**src/epir_pkg.sv**
```systemverilog
// Constants and types for the external pin interrupt request block
package epir_pkg;
    localparam int NUM_PINS = 5;
    localparam int ADDR_W = 10;
    localparam int DATA_W = 32;
    localparam int LVL_W = 3;
    localparam int CNT_W = 3;

    // Register indexes; byte address is four times the index
    localparam logic [7:0] IDX_P2_DIR = 8'h08;
    localparam logic [7:0] IDX_P7_DIR = 8'h11;
    localparam logic [7:0] IDX_P5_DIR = 8'h12;
    localparam logic [7:0] IDX_CTRL_BASE = 8'h20;
    localparam logic [7:0] IDX_DET_TIME = 8'h28;
    localparam logic [7:0] IDX_STATUS = 8'h29;

    // Field positions
    localparam int CTRL_W = 6;
    localparam int DET_LO = 4;
    localparam int DET_W = 2;
    localparam int STAT_PIN_LO = 8;

    // Reset values and masks
    localparam logic [7:0] DIR_RESET = 8'h00;
    localparam logic [7:0] P5_DIR_MASK = 8'he0;
    localparam logic [DET_W-1:0] DET_RESET = 2'h0;
    localparam logic [DATA_W-1:0] READ_ZERO = 32'h0000_0000;

    // Detection time encodings and their cycle counts
    localparam logic [DET_W-1:0] DET_SEL_7 = 2'h0;
    localparam logic [DET_W-1:0] DET_SEL_4 = 2'h1;
    localparam logic [DET_W-1:0] DET_SEL_2 = 2'h2;
    localparam logic [CNT_W-1:0] DET_CYC_7 = 3'h7;
    localparam logic [CNT_W-1:0] DET_CYC_4 = 3'h4;
    localparam logic [CNT_W-1:0] DET_CYC_2 = 3'h2;
    localparam logic [CNT_W-1:0] CNT_ONE = 3'h1;
    localparam logic [CNT_W-1:0] CNT_ZERO = 3'h0;
    localparam logic [LVL_W-1:0] LVL_OFF = 3'h0;

    // Per-pin control word, bit 5 down to bit 0
    typedef struct packed {
        logic sense;
        logic polarity;
        logic request;
        logic [LVL_W-1:0] level;
    } epir_ctrl_type;

    localparam epir_ctrl_type CTRL_RESET = 6'h00;
endpackage

```
**src/epir_top.sv**
```systemverilog
// External pin interrupt request generator with Avalon-MM registers
// Notes on behaviour
// - Edge mode sets request bit on selected edge; held until accepted.
// - Edge mode: software 0 cancels request, software 1 raises one.
// - Level mode ignores the stored request bit.
// - Level mode requests continuously while pin is at valid level.
// - Level mode drops request unrecorded when pin goes invalid first.
// - Valid level chosen by polarity bit 4; invalid is the opposite.
// - Level-to-edge or polarity change may set request bit spuriously.
// - New priority level takes effect 2 to 7 cycles after the write.
// - Detection time bits 5:4: 00 is 7, 01 is 4, 10 is 2 cycles.
// - Sense/polarity: 00 fall, 01 rise, 10 high level, 11 low level.
// - Pins watched always; level 0 suppresses that source's request.
`timescale 1ns/1ps
`default_nettype none

module epir_top #(
    parameter int NUM_PINS = epir_pkg::NUM_PINS
) (
    input wire logic clk, // System clock, 100 MHz
    input wire logic reset_n, // Asynchronous reset
    input wire logic [epir_pkg::ADDR_W-1:0] avs_address, // Byte address
    input wire logic avs_read, // Read strobe
    input wire logic avs_write, // Write strobe
    input wire logic [epir_pkg::DATA_W-1:0] avs_writedata, // Write data
    output logic [epir_pkg::DATA_W-1:0] avs_readdata, // Read data
    output logic avs_waitrequest, // Stall while high
    input wire logic [NUM_PINS-1:0] ext_irq_pin, // Interrupt input pins
    input wire logic [NUM_PINS-1:0] irq_accept, // Request accepted pulse
    output logic [NUM_PINS-1:0] irq_request, // Requests presented
    output logic [NUM_PINS*epir_pkg::LVL_W-1:0] irq_level, // Effective levels
    output logic [7:0] port_two_pin_direction, // Port two directions
    output logic [7:0] port_five_pin_direction, // Port five directions
    output logic [7:0] port_seven_pin_direction // Port seven directions
);

    function automatic logic [epir_pkg::CNT_W-1:0] det_cycles(
        input logic [epir_pkg::DET_W-1:0] sel
    );
        case (sel)
            epir_pkg::DET_SEL_4: det_cycles = epir_pkg::DET_CYC_4;
            epir_pkg::DET_SEL_2: det_cycles = epir_pkg::DET_CYC_2;
            // Forbidden code falls back to the slowest setting
            default: det_cycles = epir_pkg::DET_CYC_7;
        endcase
    endfunction

    function automatic logic addr_is(
        input logic [epir_pkg::ADDR_W-1:0] addr,
        input logic [7:0] idx
    );
        addr_is = (addr == {idx, 2'b00});
    endfunction

    // Bus slave state
    logic wait_q;
    logic next_wait;
    logic [epir_pkg::DATA_W-1:0] rdata_q;
    logic [epir_pkg::DATA_W-1:0] next_rdata;
    logic [7:0] p2_dir;
    logic [7:0] next_p2_dir;
    logic [7:0] p5_dir;
    logic [7:0] next_p5_dir;
    logic [7:0] p7_dir;
    logic [7:0] next_p7_dir;
    logic [epir_pkg::DET_W-1:0] det_sel;
    logic [epir_pkg::DET_W-1:0] next_det_sel;

    // Per-pin state
    epir_pkg::epir_ctrl_type ctrl [NUM_PINS];
    epir_pkg::epir_ctrl_type next_ctrl [NUM_PINS];
    logic [epir_pkg::LVL_W-1:0] eff_lvl [NUM_PINS];
    logic [epir_pkg::LVL_W-1:0] next_eff_lvl [NUM_PINS];
    logic [epir_pkg::CNT_W-1:0] lvl_cnt [NUM_PINS];
    logic [epir_pkg::CNT_W-1:0] next_lvl_cnt [NUM_PINS];
    logic [NUM_PINS-1:0] sync1;
    logic [NUM_PINS-1:0] sync2;
    logic [NUM_PINS-1:0] sel_prev;
    logic [NUM_PINS-1:0] next_sel_prev;
    logic [NUM_PINS-1:0] req_q;
    logic [NUM_PINS-1:0] next_req;
    logic [NUM_PINS*epir_pkg::LVL_W-1:0] lvl_out_q;
    logic [NUM_PINS*epir_pkg::LVL_W-1:0] next_lvl_out;

    logic bus_hit;
    logic wr_take;

    // Answer one cycle after the request is seen; write lands on the edge after that
    always_comb begin
        bus_hit = (avs_read || avs_write) && wait_q;
        wr_take = avs_write && !wait_q;
        next_wait = !bus_hit;
        next_rdata = rdata_q;
        next_p2_dir = p2_dir;
        next_p5_dir = p5_dir;
        next_p7_dir = p7_dir;
        next_det_sel = det_sel;
        if (bus_hit && avs_read) begin
            next_rdata = epir_pkg::READ_ZERO;
            if (addr_is(avs_address, epir_pkg::IDX_P2_DIR)) begin
                next_rdata[7:0] = p2_dir;
            end else if (addr_is(avs_address, epir_pkg::IDX_P5_DIR)) begin
                next_rdata[7:0] = p5_dir;
            end else if (addr_is(avs_address, epir_pkg::IDX_P7_DIR)) begin
                next_rdata[7:0] = p7_dir;
            end else if (addr_is(avs_address, epir_pkg::IDX_DET_TIME)) begin
                next_rdata[epir_pkg::DET_LO +: epir_pkg::DET_W] = det_sel;
            end else if (addr_is(avs_address, epir_pkg::IDX_STATUS)) begin
                next_rdata[NUM_PINS-1:0] = req_q;
                next_rdata[epir_pkg::STAT_PIN_LO +: NUM_PINS] = sync2;
            end
            for (int i = 0; i < NUM_PINS; i++) begin
                if (addr_is(avs_address, epir_pkg::IDX_CTRL_BASE + 8'(i))) begin
                    next_rdata[epir_pkg::CTRL_W-1:0] = ctrl[i];
                end
            end
        end
        if (wr_take) begin
            // direction bits, 1 drives the pin
            if (addr_is(avs_address, epir_pkg::IDX_P2_DIR)) begin
                next_p2_dir = avs_writedata[7:0];
            end
            if (addr_is(avs_address, epir_pkg::IDX_P5_DIR)) begin
                next_p5_dir = avs_writedata[7:0] & epir_pkg::P5_DIR_MASK;
            end
            if (addr_is(avs_address, epir_pkg::IDX_P7_DIR)) begin
                next_p7_dir = avs_writedata[7:0];
            end
            if (addr_is(avs_address, epir_pkg::IDX_DET_TIME)) begin
                next_det_sel = avs_writedata[epir_pkg::DET_LO +: epir_pkg::DET_W];
            end
        end
    end

    always_ff @(posedge clk or negedge reset_n) begin
        if (!reset_n) begin
            wait_q <= 1'b1;
            rdata_q <= epir_pkg::READ_ZERO;
            p2_dir <= epir_pkg::DIR_RESET;
            p5_dir <= epir_pkg::DIR_RESET;
            p7_dir <= epir_pkg::DIR_RESET;
            det_sel <= epir_pkg::DET_RESET;
        end else begin
            wait_q <= next_wait;
            rdata_q <= next_rdata;
            p2_dir <= next_p2_dir;
            p5_dir <= next_p5_dir;
            p7_dir <= next_p7_dir;
            det_sel <= next_det_sel;
        end
    end

    // Pin detection, request bits and delayed priority levels
    always_comb begin
        logic sel_now;
        logic hit_edge;
        logic valid_lvl;
        logic wr_ctrl;
        sel_now = 1'b0;
        hit_edge = 1'b0;
        valid_lvl = 1'b0;
        wr_ctrl = 1'b0;
        next_req = '0;
        next_lvl_out = '0;
        for (int i = 0; i < NUM_PINS; i++) begin
            // polarity 0 watches low going, 1 high going
            sel_now = !(sync2[i] ^ ctrl[i].polarity);
            next_sel_prev[i] = sel_now;
            // a polarity flip moves sel_now and can fake an edge
            hit_edge = sel_now && !sel_prev[i];
            // level mode valid level is the inverse of sel_now
            valid_lvl = !sel_now;
            wr_ctrl = wr_take
                && addr_is(avs_address, epir_pkg::IDX_CTRL_BASE + 8'(i));
            next_ctrl[i] = ctrl[i];
            next_eff_lvl[i] = eff_lvl[i];
            next_lvl_cnt[i] = lvl_cnt[i];
            if (wr_ctrl) begin
                // software write sets or cancels the request bit
                next_ctrl[i] = avs_writedata[epir_pkg::CTRL_W-1:0];
                next_lvl_cnt[i] = det_cycles(det_sel);
            end else if (irq_accept[i] && !ctrl[i].sense) begin
                next_ctrl[i].request = 1'b0;
            end
            // a detected edge wins over any clear
            if (!ctrl[i].sense && hit_edge) begin
                next_ctrl[i].request = 1'b1;
            end
            // bit is set while sense is level and the pin is valid; invalid level never clears it
            if (ctrl[i].sense && valid_lvl) begin
                next_ctrl[i].request = 1'b1;
            end
            if (!wr_ctrl && lvl_cnt[i] != epir_pkg::CNT_ZERO) begin
                next_lvl_cnt[i] = lvl_cnt[i] - epir_pkg::CNT_ONE;
                // level lands on the counted edge
                if (lvl_cnt[i] == epir_pkg::CNT_ONE) begin
                    next_eff_lvl[i] = ctrl[i].level;
                end
            end
            // level mode looks at the pin, not the stored bit
            // present while the pin stays valid
            // nothing is kept once it goes invalid
            next_req[i] = (eff_lvl[i] != epir_pkg::LVL_OFF)
                && (ctrl[i].sense ? valid_lvl : ctrl[i].request);
            next_lvl_out[i*epir_pkg::LVL_W +: epir_pkg::LVL_W] = eff_lvl[i];
        end
    end

    always_ff @(posedge clk or negedge reset_n) begin
        if (!reset_n) begin
            // Pins idle high; a low reset value would fake a falling edge
            sync1 <= '1;
            sync2 <= '1;
            sel_prev <= '0;
            req_q <= '0;
            lvl_out_q <= '0;
            for (int i = 0; i < NUM_PINS; i++) begin
                ctrl[i] <= epir_pkg::CTRL_RESET;
                eff_lvl[i] <= epir_pkg::LVL_OFF;
                lvl_cnt[i] <= epir_pkg::CNT_ZERO;
            end
        end else begin
            // two-stage synchroniser, first stage read only here
            sync1 <= ext_irq_pin;
            sync2 <= sync1;
            sel_prev <= next_sel_prev;
            req_q <= next_req;
            lvl_out_q <= next_lvl_out;
            for (int i = 0; i < NUM_PINS; i++) begin
                ctrl[i] <= next_ctrl[i];
                eff_lvl[i] <= next_eff_lvl[i];
                lvl_cnt[i] <= next_lvl_cnt[i];
            end
        end
    end

    assign avs_readdata = rdata_q;
    assign avs_waitrequest = wait_q;
    assign irq_request = req_q;
    assign irq_level = lvl_out_q;
    assign port_two_pin_direction = p2_dir;
    assign port_five_pin_direction = p5_dir;
    assign port_seven_pin_direction = p7_dir;

endmodule

`default_nettype wire

```
**config.mk**
```make
export PLATFORM = sky130hd
export DESIGN_NAME = epir_top
export DESIGN_NICKNAME = d
export VERILOG_FILES = /design/src/epir_pkg.sv /design/src/epir_top.sv
export SDC_FILE = /design/constraint.sdc
export NUM_CORES = 1
export LEC_CHECK = 0
export BUFFER_PORTS_ARGS = -buffer_cell sky130_fd_sc_hd__buf_2
export CORE_ASPECT_RATIO = 0.6
export CORE_MARGIN = 1.5
export CORE_UTILIZATION = 45
export DETAILED_ROUTE_END_ITERATION = 10
export GPL_TIMING_DRIVEN = 1
export PLACE_DENSITY = 0.72
export SYNTH_ARGS = -nofsm -noshare
export SYNTH_HDL_FRONTEND = slang
export SYNTH_SLANG_ARGS = --single-unit
```
**constraint.sdc**
```tcl
create_clock -name clk -period 2.58 [get_ports clk]
set_input_delay 0.129 -clock clk [delete_from_list [all_inputs] [get_ports clk]]
set_output_delay 0.129 -clock clk [all_outputs]
set_load 0.01 [all_outputs]
```
# Word level (Yosys, flattened, before mapping)

Cells that the tools add are included.

Bits in registers: 130
Input bits: 56
Output and inout port bits: 77
Logic and storage cells: 212

Add/sub/neg operators: 5
Equality and inequality tests: 17
Muxes and demuxes: 54
Bitwise logic cells: 5
Reduce and logical (&&, ||, !) cells: 90

Operators with widths:

| cell                                              | count |
|---|---|
| == test 10 x 8 -> 1 bit (second input constant)   | 7 |
| logical AND 1 bit                                 | 38 |
| two-way mux 6 bit                                 | 6 |
| two-way mux 3 bit                                 | 10 |
| two-way mux 5 bit                                 | 6 |
| nonzero test 3 bit                                | 10 |
| two-way mux 1 bit                                 | 27 |
| logical NOT 1 bit                                 | 22 |
| == test 10 x 7 -> 1 bit (second input constant)   | 2 |
| nonzero test 4 bit                                | 5 |
| AND reduction 2 bit                               | 9 |
| two-way mux 8 bit                                 | 2 |
| == test 3 x 1 -> 1 bit (second input constant)    | 5 |
| subtractor 3 x 1 -> 3 bit (second input constant) | 5 |
| == test 10 x 6 -> 1 bit (second input constant)   | 1 |
| nonzero test 2 bit                                | 5 |
| case mux 3 bit (2 select lines)                   | 1 |
| bitwise XOR 1 bit                                 | 5 |
| two-way mux 4 bit                                 | 1 |
| == test 2 x 1 -> 1 bit (second input constant)    | 1 |
| == test 2 bit (second input constant)             | 1 |
| two-way mux 2 bit                                 | 1 |
| logical OR 1 bit                                  | 1 |

# Longest topological paths before layout

Gate-level depths: netlist (run 1).

Depth after elaboration: 11
Mapped depth: 9
Mapped depth without buffers: 6

# Worst setup path before layout (run 1)

Ideal clock, no wire load.

Path kind: register to register
Start point: register wait_q, in the netlist avs_waitrequest
End point: register eff_lvl[0] (netlist bit)
Setup time: 0.125 ns
Data arrival time: 1.865 ns
Required time: 2.455 ns
Slack: 0.590 ns
Cell stages (with the launch flop): 7
Path buffers: 1
Clock period less this slack: 1.990 ns
Cell sequence: dfstp_2 -> nor2b_1 -> buf_2 -> and3_1 -> and3_1 -> nor4b_2 -> mux2_2

Longest elaborated chain between the ends: 6

Ends and longest elaborated chain:

| what                            | line            | RTL |
|---|---|---|
| from (decl)                     | epir_top.sv:56  | `logic wait_q;` |
| from (signal assigned)          | epir_top.sv:144 | `wait_q <= next_wait;` |
| logical NOT 1 bit               | epir_top.sv:91  | `wr_take = avs_write && !wait_q;` |
| logical AND 1 bit               | epir_top.sv:91  |  |
| logical AND 1 bit               | epir_top.sv:174 | `&& addr_is(avs_address, epir_pkg::IDX_CTRL_BASE + 8'(i));` |
| logical NOT 1 bit               | epir_top.sv:193 | `if (!wr_ctrl && lvl_cnt[i] != epir_pkg::CNT_ZERO) begin` |
| logical AND 1 bit               | epir_top.sv:193 |  |
| AND reduction 2 bit (no line)   | --              |  |
| to (signal, indexed assignment) | epir_top.sv:219 | `eff_lvl[i] <= epir_pkg::LVL_OFF;` |
| to (signal, indexed assignment) | epir_top.sv:231 | `eff_lvl[i] <= next_eff_lvl[i];` |
| to (decl)                       | epir_top.sv:72  | `logic [epir_pkg::LVL_W-1:0] eff_lvl [NUM_PINS];` |

No other way between the ends.
A chain may end at the register's enable or synchronous reset.

# Worst setup path after layout (run 1)

Start point: register wait_q, in the netlist avs_waitrequest
End point: register eff_lvl[2] (netlist bit)

The elaborated chain is that of the path after synthesis.

==> impl_metrics.ini, run 1 <==
[grt]
first_global_vias = 4549
grt_util_all_layers_pct = 23.9
gr-total-overflow = 0
grt_max_degree = 65
antenna_found_initial = 0
grt_pass1_wl_microns = 25300

[yosys]
synthAdderAreaFrac_pct = 3.49
seq_area_frac_synth_pct = 53.5
synth.area.mux_share_pct = 11.3
synth_flop_cell = dfrtp_1
avgSynthCellArea_sq_um = 11.4
synth_xor_area_share_pct = 1.44
synth-compound-area-share_pct = 10.9
synthSimpleGateAreaFrac_pct = 13.4
synth_top_family_by_area = simple AND/OR/NAND/NOR gates
syn-instance-count = 533
synth_edf_count = 0
synth_seq_cells = 130
syn_area_sq_um = 6100
ys_types = 59
async_flop_share_pct = 100
yosys_warnings = 0

[drt]
dr.pass1.iters = 5
wl_per_cell_microns = 19.5
routed_wirelength_microns = 16200
antenna_left = 0
num_vias = 4520
drt_iter0_drc = 428
viasPerCell = 5.45
post-route-drc-count = 0

[critical_path]
worstPathRequired_ns = 2.88
cpPeakStageDelay_ns = 0.56
crit_type = flop to flop
cpMostUsedCell = and3_1
cp-end-kind = flop
r2r-end = eff_lvl[2]$_DFFE_PN0P_
path_cells = nor2b_1 > and3_1 > and3_1 > buf_4 > nor4b_2 > mux2_2
r2r-start = avs_waitrequest$_DFF_PN1_
r2r_slack_ns = 0.42
critPathLaunchType = flop
worstSetupStartpoint = avs_waitrequest$_DFF_PN1_
worstSetupEndpoint = eff_lvl[2]$_DFFE_PN0P_
cp.arrival_ns = 2.46
path_max_fanout = 13
critPathSlowestCell = dfstp_2
worstRegToRegCells = 6

[clock_tree]
h-tree-depth = 4
numClockSinks = 130
clock_latency_ns = 0.42
cts-root-buf = clkbuf_16
cts_buffers = 17
cts_tree = yes
path_clk_slew_ns = 0.06
hold_buffers = 11
clock_path_buffers = 2
cts_resized = 0
post_cts_buffers = 0

[die]
start_util_pct = 46.8
fp.coreArea_sq_um = 13100
io_pins = 133
die_x_microns = 153
die_area_sq_um = 14300
die_height_microns = 93.2
row_count = 32

[cells_and_area]
design_area_sq_um = 7360
final_common_cell = dfrtp_1
layout-drive-gt1-share_pct = 31.4
syn2layout_area_growth_pct = 20.6
final_nets = 719
final_cell_mix = dfrtp_1 (119), buf_2 (83), nand2_1 (60)
num_antenna_cells = 0

[sta]
fmax_mhz = 463
relSlewSlack_pct = 50.7
hold_violations = 0
period_needed_ns = 2.16
rsz0062_at_grt = false
final.period_utilization_pct = 83.7
fin_tns_setup_ns = 0
finalClockSkew_ns = 0.0138
tightest_slew_ns = 0.737
drv_slew = 0
setup_viol = 0

[power]
ir_drop_mv = 0.412
sequentialPowerShare_pct = 41.4
powerDensity_nw_per_um2 = 781
switchingPower_mw = 1.68
switching_share_pct = 29.2
combPwrFrac_pct = 19.2
clockPowerShare_pct = 39.4
power.leakage_nw = 3.71
p_int_mw = 4.07
finalPower_mw = 5.75

[placement]
placed_area_sq_um = 6690
dpl.hpwl_microns = 11800
port_buffers = 84
place_congestion = 0.893

[status]
status = complete, no violations

[min_path]
hold_class = input port to flop

[flow_run]
maxCapViolations = 0
## worst max-delay path, delay by kind of cell (launching register included)
family | cells | cell delay [ns]
and+or+nand+nor | 4 | 0.91
DFF | 1 | 0.56
muxes | 1 | 0.38
buffers and inverters | 1 | 0.19
## cell usage after synthesis (5+ instances only)
master / count / area [sq um]
a22o_1: 11 / 96.3
buf_2: 6 / 30.0
nor2_1: 27 / 101
dfrtp_1: 119 / 2980
nand3_1: 13 / 65.1
o32ai_1: 5 / 43.8
a21oi_1: 18 / 90.1
o211ai_1: 6 / 45.0
mux2_2: 42 / 473
a31oi_1: 5 / 31.3
buf_4: 26 / 195
nor3_1: 6 / 30.0
mux2i_1: 10 / 100
mux2_1: 5 / 56.3
a22oi_1: 5 / 37.5
dfstp_2: 11 / 289
clkbuf_1: 5 / 18.8
ha_1: 17 / 213
nand2_1: 60 / 225
o21ai_0: 28 / 140
xnor2_1: 5 / 43.8
xor2_1: 5 / 43.8
a211oi_1: 6 / 45.0
and3_1: 7 / 43.8
inv_1: 22 / 82.6
## logic make-up (layout without fill, tap and decap cells)
kind of cell / count (synthesis) / count (layout)
xor+xnor: 10 / 10
simple gates: 150 / 150
compound gates: 100 / 100
buf+inv: 64 / 167
fa+ha+maj: 17 / 17
flops: 130 / 130
other cells: 1 / 24
mux: 61 / 61
## sequential cells by signal, summed over array words and instances (netlist names)
signal and count:
port_seven_pin_direction 8, port_two_pin_direction 8, irq_level 15, avs_readdata 13, sync1 5, port_five_pin_direction 3, det_sel 2, ctrl 30
sel_prev 5, lvl_cnt 15, sync2 5, avs_waitrequest 1, eff_lvl 15, irq_request 5
## layout make-up
class / instances / area (sq um)
tap: 170 / 213
inverter: 22 / 82.6
clock inverter: 13 / 113
multi-input combinational: 362 / 2560
timing repair buffer: 113 / 681
clock buffer: 19 / 443
sequential: 130 / 3270
fill: 1120 / 5690
## routing by layer
layer  track usage [%]  routed length (microns)  part of all wire, %
met1              35.2                     7570                   47
met2              34.9                     6930                   43
met3              5.93                     1490                  9.2
met4              6.72                      175                  1.1
met5                 0                        0                    0
## how the worst min path moves through the flow
stage                     slack [ns]              from  cells past startpoint                     endpoint
after CTS                       0.03  avs_writedata[1]                      3         ctrl[19]$_DFFE_PN0P_
after global placement          0.15           reset_n                      1       irq_level[5]$_DFF_PN0_
final                           0.05  avs_writedata[1]                      3         ctrl[19]$_DFFE_PN0P_
after detailed placement        0.16           reset_n                      1       irq_level[5]$_DFF_PN0_
after global routing            0.05  avs_writedata[4]                      3         ctrl[22]$_DFFE_PN0P_
after floorplan                -0.17           reset_n                      0  avs_readdata[0]$_DFFE_PN0P_
## power by group through the flow
stage	Combinational (mW)	Clock [mW]	Sequential (mW)
after floorplan	0.799	0	2.39
after global placement	0.999	0	2.40
after detailed placement	1.09	0	2.41
after CTS	1.11	2.30	2.38
after global routing	1.25	2.39	2.40
final	1.10	2.27	2.38
## through the flow
step                util, %  worst slack, ns  hold slack [ns]  cells
global route           56.4            0.338           0.0498    829
detailed placement     51.3            0.292            0.163    786
CTS                    56.4            0.426           0.0302    829
finish                 56.4            0.419           0.0481    829
floorplan                 -            0.590           -0.167    556
global placement       51.3            0.348            0.149    786
No activity file was read; power rests on OpenSTA's default activity.
==> run 2, diff against run 1 <==
- clock period: 2.58 -> 2 ns (I/O delays scaled with it)
==> impl_metrics.ini, run 2 (synthesis gave the netlist of run 1 again) <==
[cells_and_area]
num_antenna_cells = 0
final_cell_mix = dfrtp_1 (119), buf_2 (83), nand2_1 (60)
layout-drive-gt1-share_pct = 34.9
syn2layout_area_growth_pct = 26.3
final_common_cell = dfrtp_1
top_register = ctrl
postLayoutCoreUtil_pct = 59.1
final_nets = 751
stdcell_count = 861
largest_register_ffs = 30

[sta]
hold_violations = 0
drv_slew = 0
fmax_mhz = 519
finalClockSkew_ns = 0.00709
final.period_utilization_pct = 96.3
hold_slack_ns = 0.0240
rsz0062_at_grt = false
tightest_slew_ns = 0.624
setup_viol = 0
period_needed_ns = 1.93
relSlewSlack_pct = 58.4
fin_ws_ns = 0.0747

[grt]
first_global_vias = 4704
gr-total-overflow = 0
grt_pass1_wl_microns = 26300
antenna_found_initial = 0
grt_max_degree = 43
grt_util_all_layers_pct = 24.7

[die]
die_height_microns = 93.2
die_x_microns = 153
row_count = 32
io_pins = 133
start_util_pct = 46.8
fp.coreArea_sq_um = 13100
die_area_sq_um = 14300

[critical_path]
path_buf_inv = 1
r2r-end = eff_lvl[6]$_DFFE_PN0P_
worstRegToRegCells = 6
critPathSlowestCell = dfstp_2
path_max_fanout = 5
path_cells = nor2b_2 > buf_4 > nand2_2 > nor4_4 > or4b_4 > mux2_1
critPathLaunchType = flop
r2r_slack_ns = 0.07
cpPeakStageDelay_ns = 0.56
worstPathRequired_ns = 2.30
crit_type = flop to flop
r2r-start = avs_waitrequest$_DFF_PN1_
cp.arrival_ns = 2.23
cp-end-kind = flop
critical_path.top_delay_family = simple AND/OR/NAND/NOR gates
worstSetupStartpoint = avs_waitrequest$_DFF_PN1_

[clock_tree]
cts_tree = yes
cts-root-buf = clkbuf_16
post_cts_buffers = 0
numClockSinks = 130
h-tree-depth = 4
clock_path_buffers = 2
cts_buffers = 17
clock_latency_ns = 0.42
path_clk_slew_ns = 0.06

[placement]
dpl.hpwl_microns = 12500
dp_cells = 817
place_ws_ns = -0.115
port_buffers = 84
place_congestion = 0.909

[flow_run]
maxCapViolations = 0

[drt]
routed_wirelength_microns = 16800
dr.pass1.iters = 4
drt_iter0_drc = 350
num_vias = 4752
wl_per_cell_microns = 19.5
post-route-drc-count = 0
antenna_left = 0
viasPerCell = 5.52

[power]
finalPower_mw = 7.83
ir_drop_mv = 0.692
power.leakage_nw = 3.91
powerDensity_nw_per_um2 = 1020

[min_path]
worst_hold_path.num_cells = 4
hold_start = irq_accept[0]
min_delay_worst_endpoint = ctrl[27]$_DFFE_PN0P_
hold_class = input port to flop

[status]
status = complete, no violations
[run 2: layout make-up]
cell class / count / area (sq um)
clock buffers: 20 / 467
clock inverters: 12 / 154
fillers: 1097 / 5340
inverters: 22 / 82.6
multi-input cells: 362 / 2580
flip-flops and latches: 130 / 3270
well taps: 170 / 213
repair buffers: 145 / 948
[run 2: per-layer routing]
| metal | vias to the layer above | part of all wire, % | GRT usage [%] |
|---|---|---|---|
| li1 | 2132 | - | - |
| met1 | 2448 | 50 | 37.4 |
| met2 | 157 | 44 | 35.6 |
| met3 | 15 | 5.1 | 5.84 |
| met4 | 0 | 0.75 | 5.66 |
| met5 | - | 0 | 0 |
[run 2: worst max path at each step]
stage          slack (ns)  depth (start not counted)                     endpoint
6_report             0.07                          6       eff_lvl[6]$_DFFE_PN0P_
4_1_cts             0.007                          6       eff_lvl[2]$_DFFE_PN0P_
3_5_place_dp        -0.11                          9  avs_readdata[2]$_DFFE_PN0P_
5_1_grt              0.02                          6       eff_lvl[6]$_DFFE_PN0P_
3_3_place_gp        -0.12                          9  avs_readdata[5]$_DFFE_PN0P_
2_1_floorplan        0.01                          6       eff_lvl[0]$_DFFE_PN0P_
[run 2: worst reg2reg max path, cell delays in order (launching register included)]
cell and delay (ns):
dfstp_2 0.56, nor2b_2 0.07, buf_4 0.18, nand2_2 0.09
nor4_4 0.05, or4b_4 0.52, mux2_1 0.34
[run 2: where the power goes]
| part | switching [mW] | internal (mW) | total [mW] | leakage [nW] |
|---|---|---|---|---|
| registers | 0.184 | 2.89 | 3.08 | 1.71 |
| logic | 0.834 | 0.673 | 1.51 | 1.90 |
| clock network | 1.19 | 2.06 | 3.25 | 0.299 |
| total | 2.21 | 5.63 | 7.83 | 3.91 |
[run 2: through the flow]
step	setup TNS (ns)	cell area (sq um)
floorplan	0	6190
global placement	-0.558	6950
detailed placement	-0.261	6950
CTS	0	7690
global route	0	7710
finish	0	7710
[run 2: what timing repair did]
item / in CTS / in global routing
endpoints found under the setup margin: 2 / 4
hold endpoints to repair: 52 / 0
hold buffers: 12 / 0
cloned: 0 / 0
resized for setup: 1 / 3
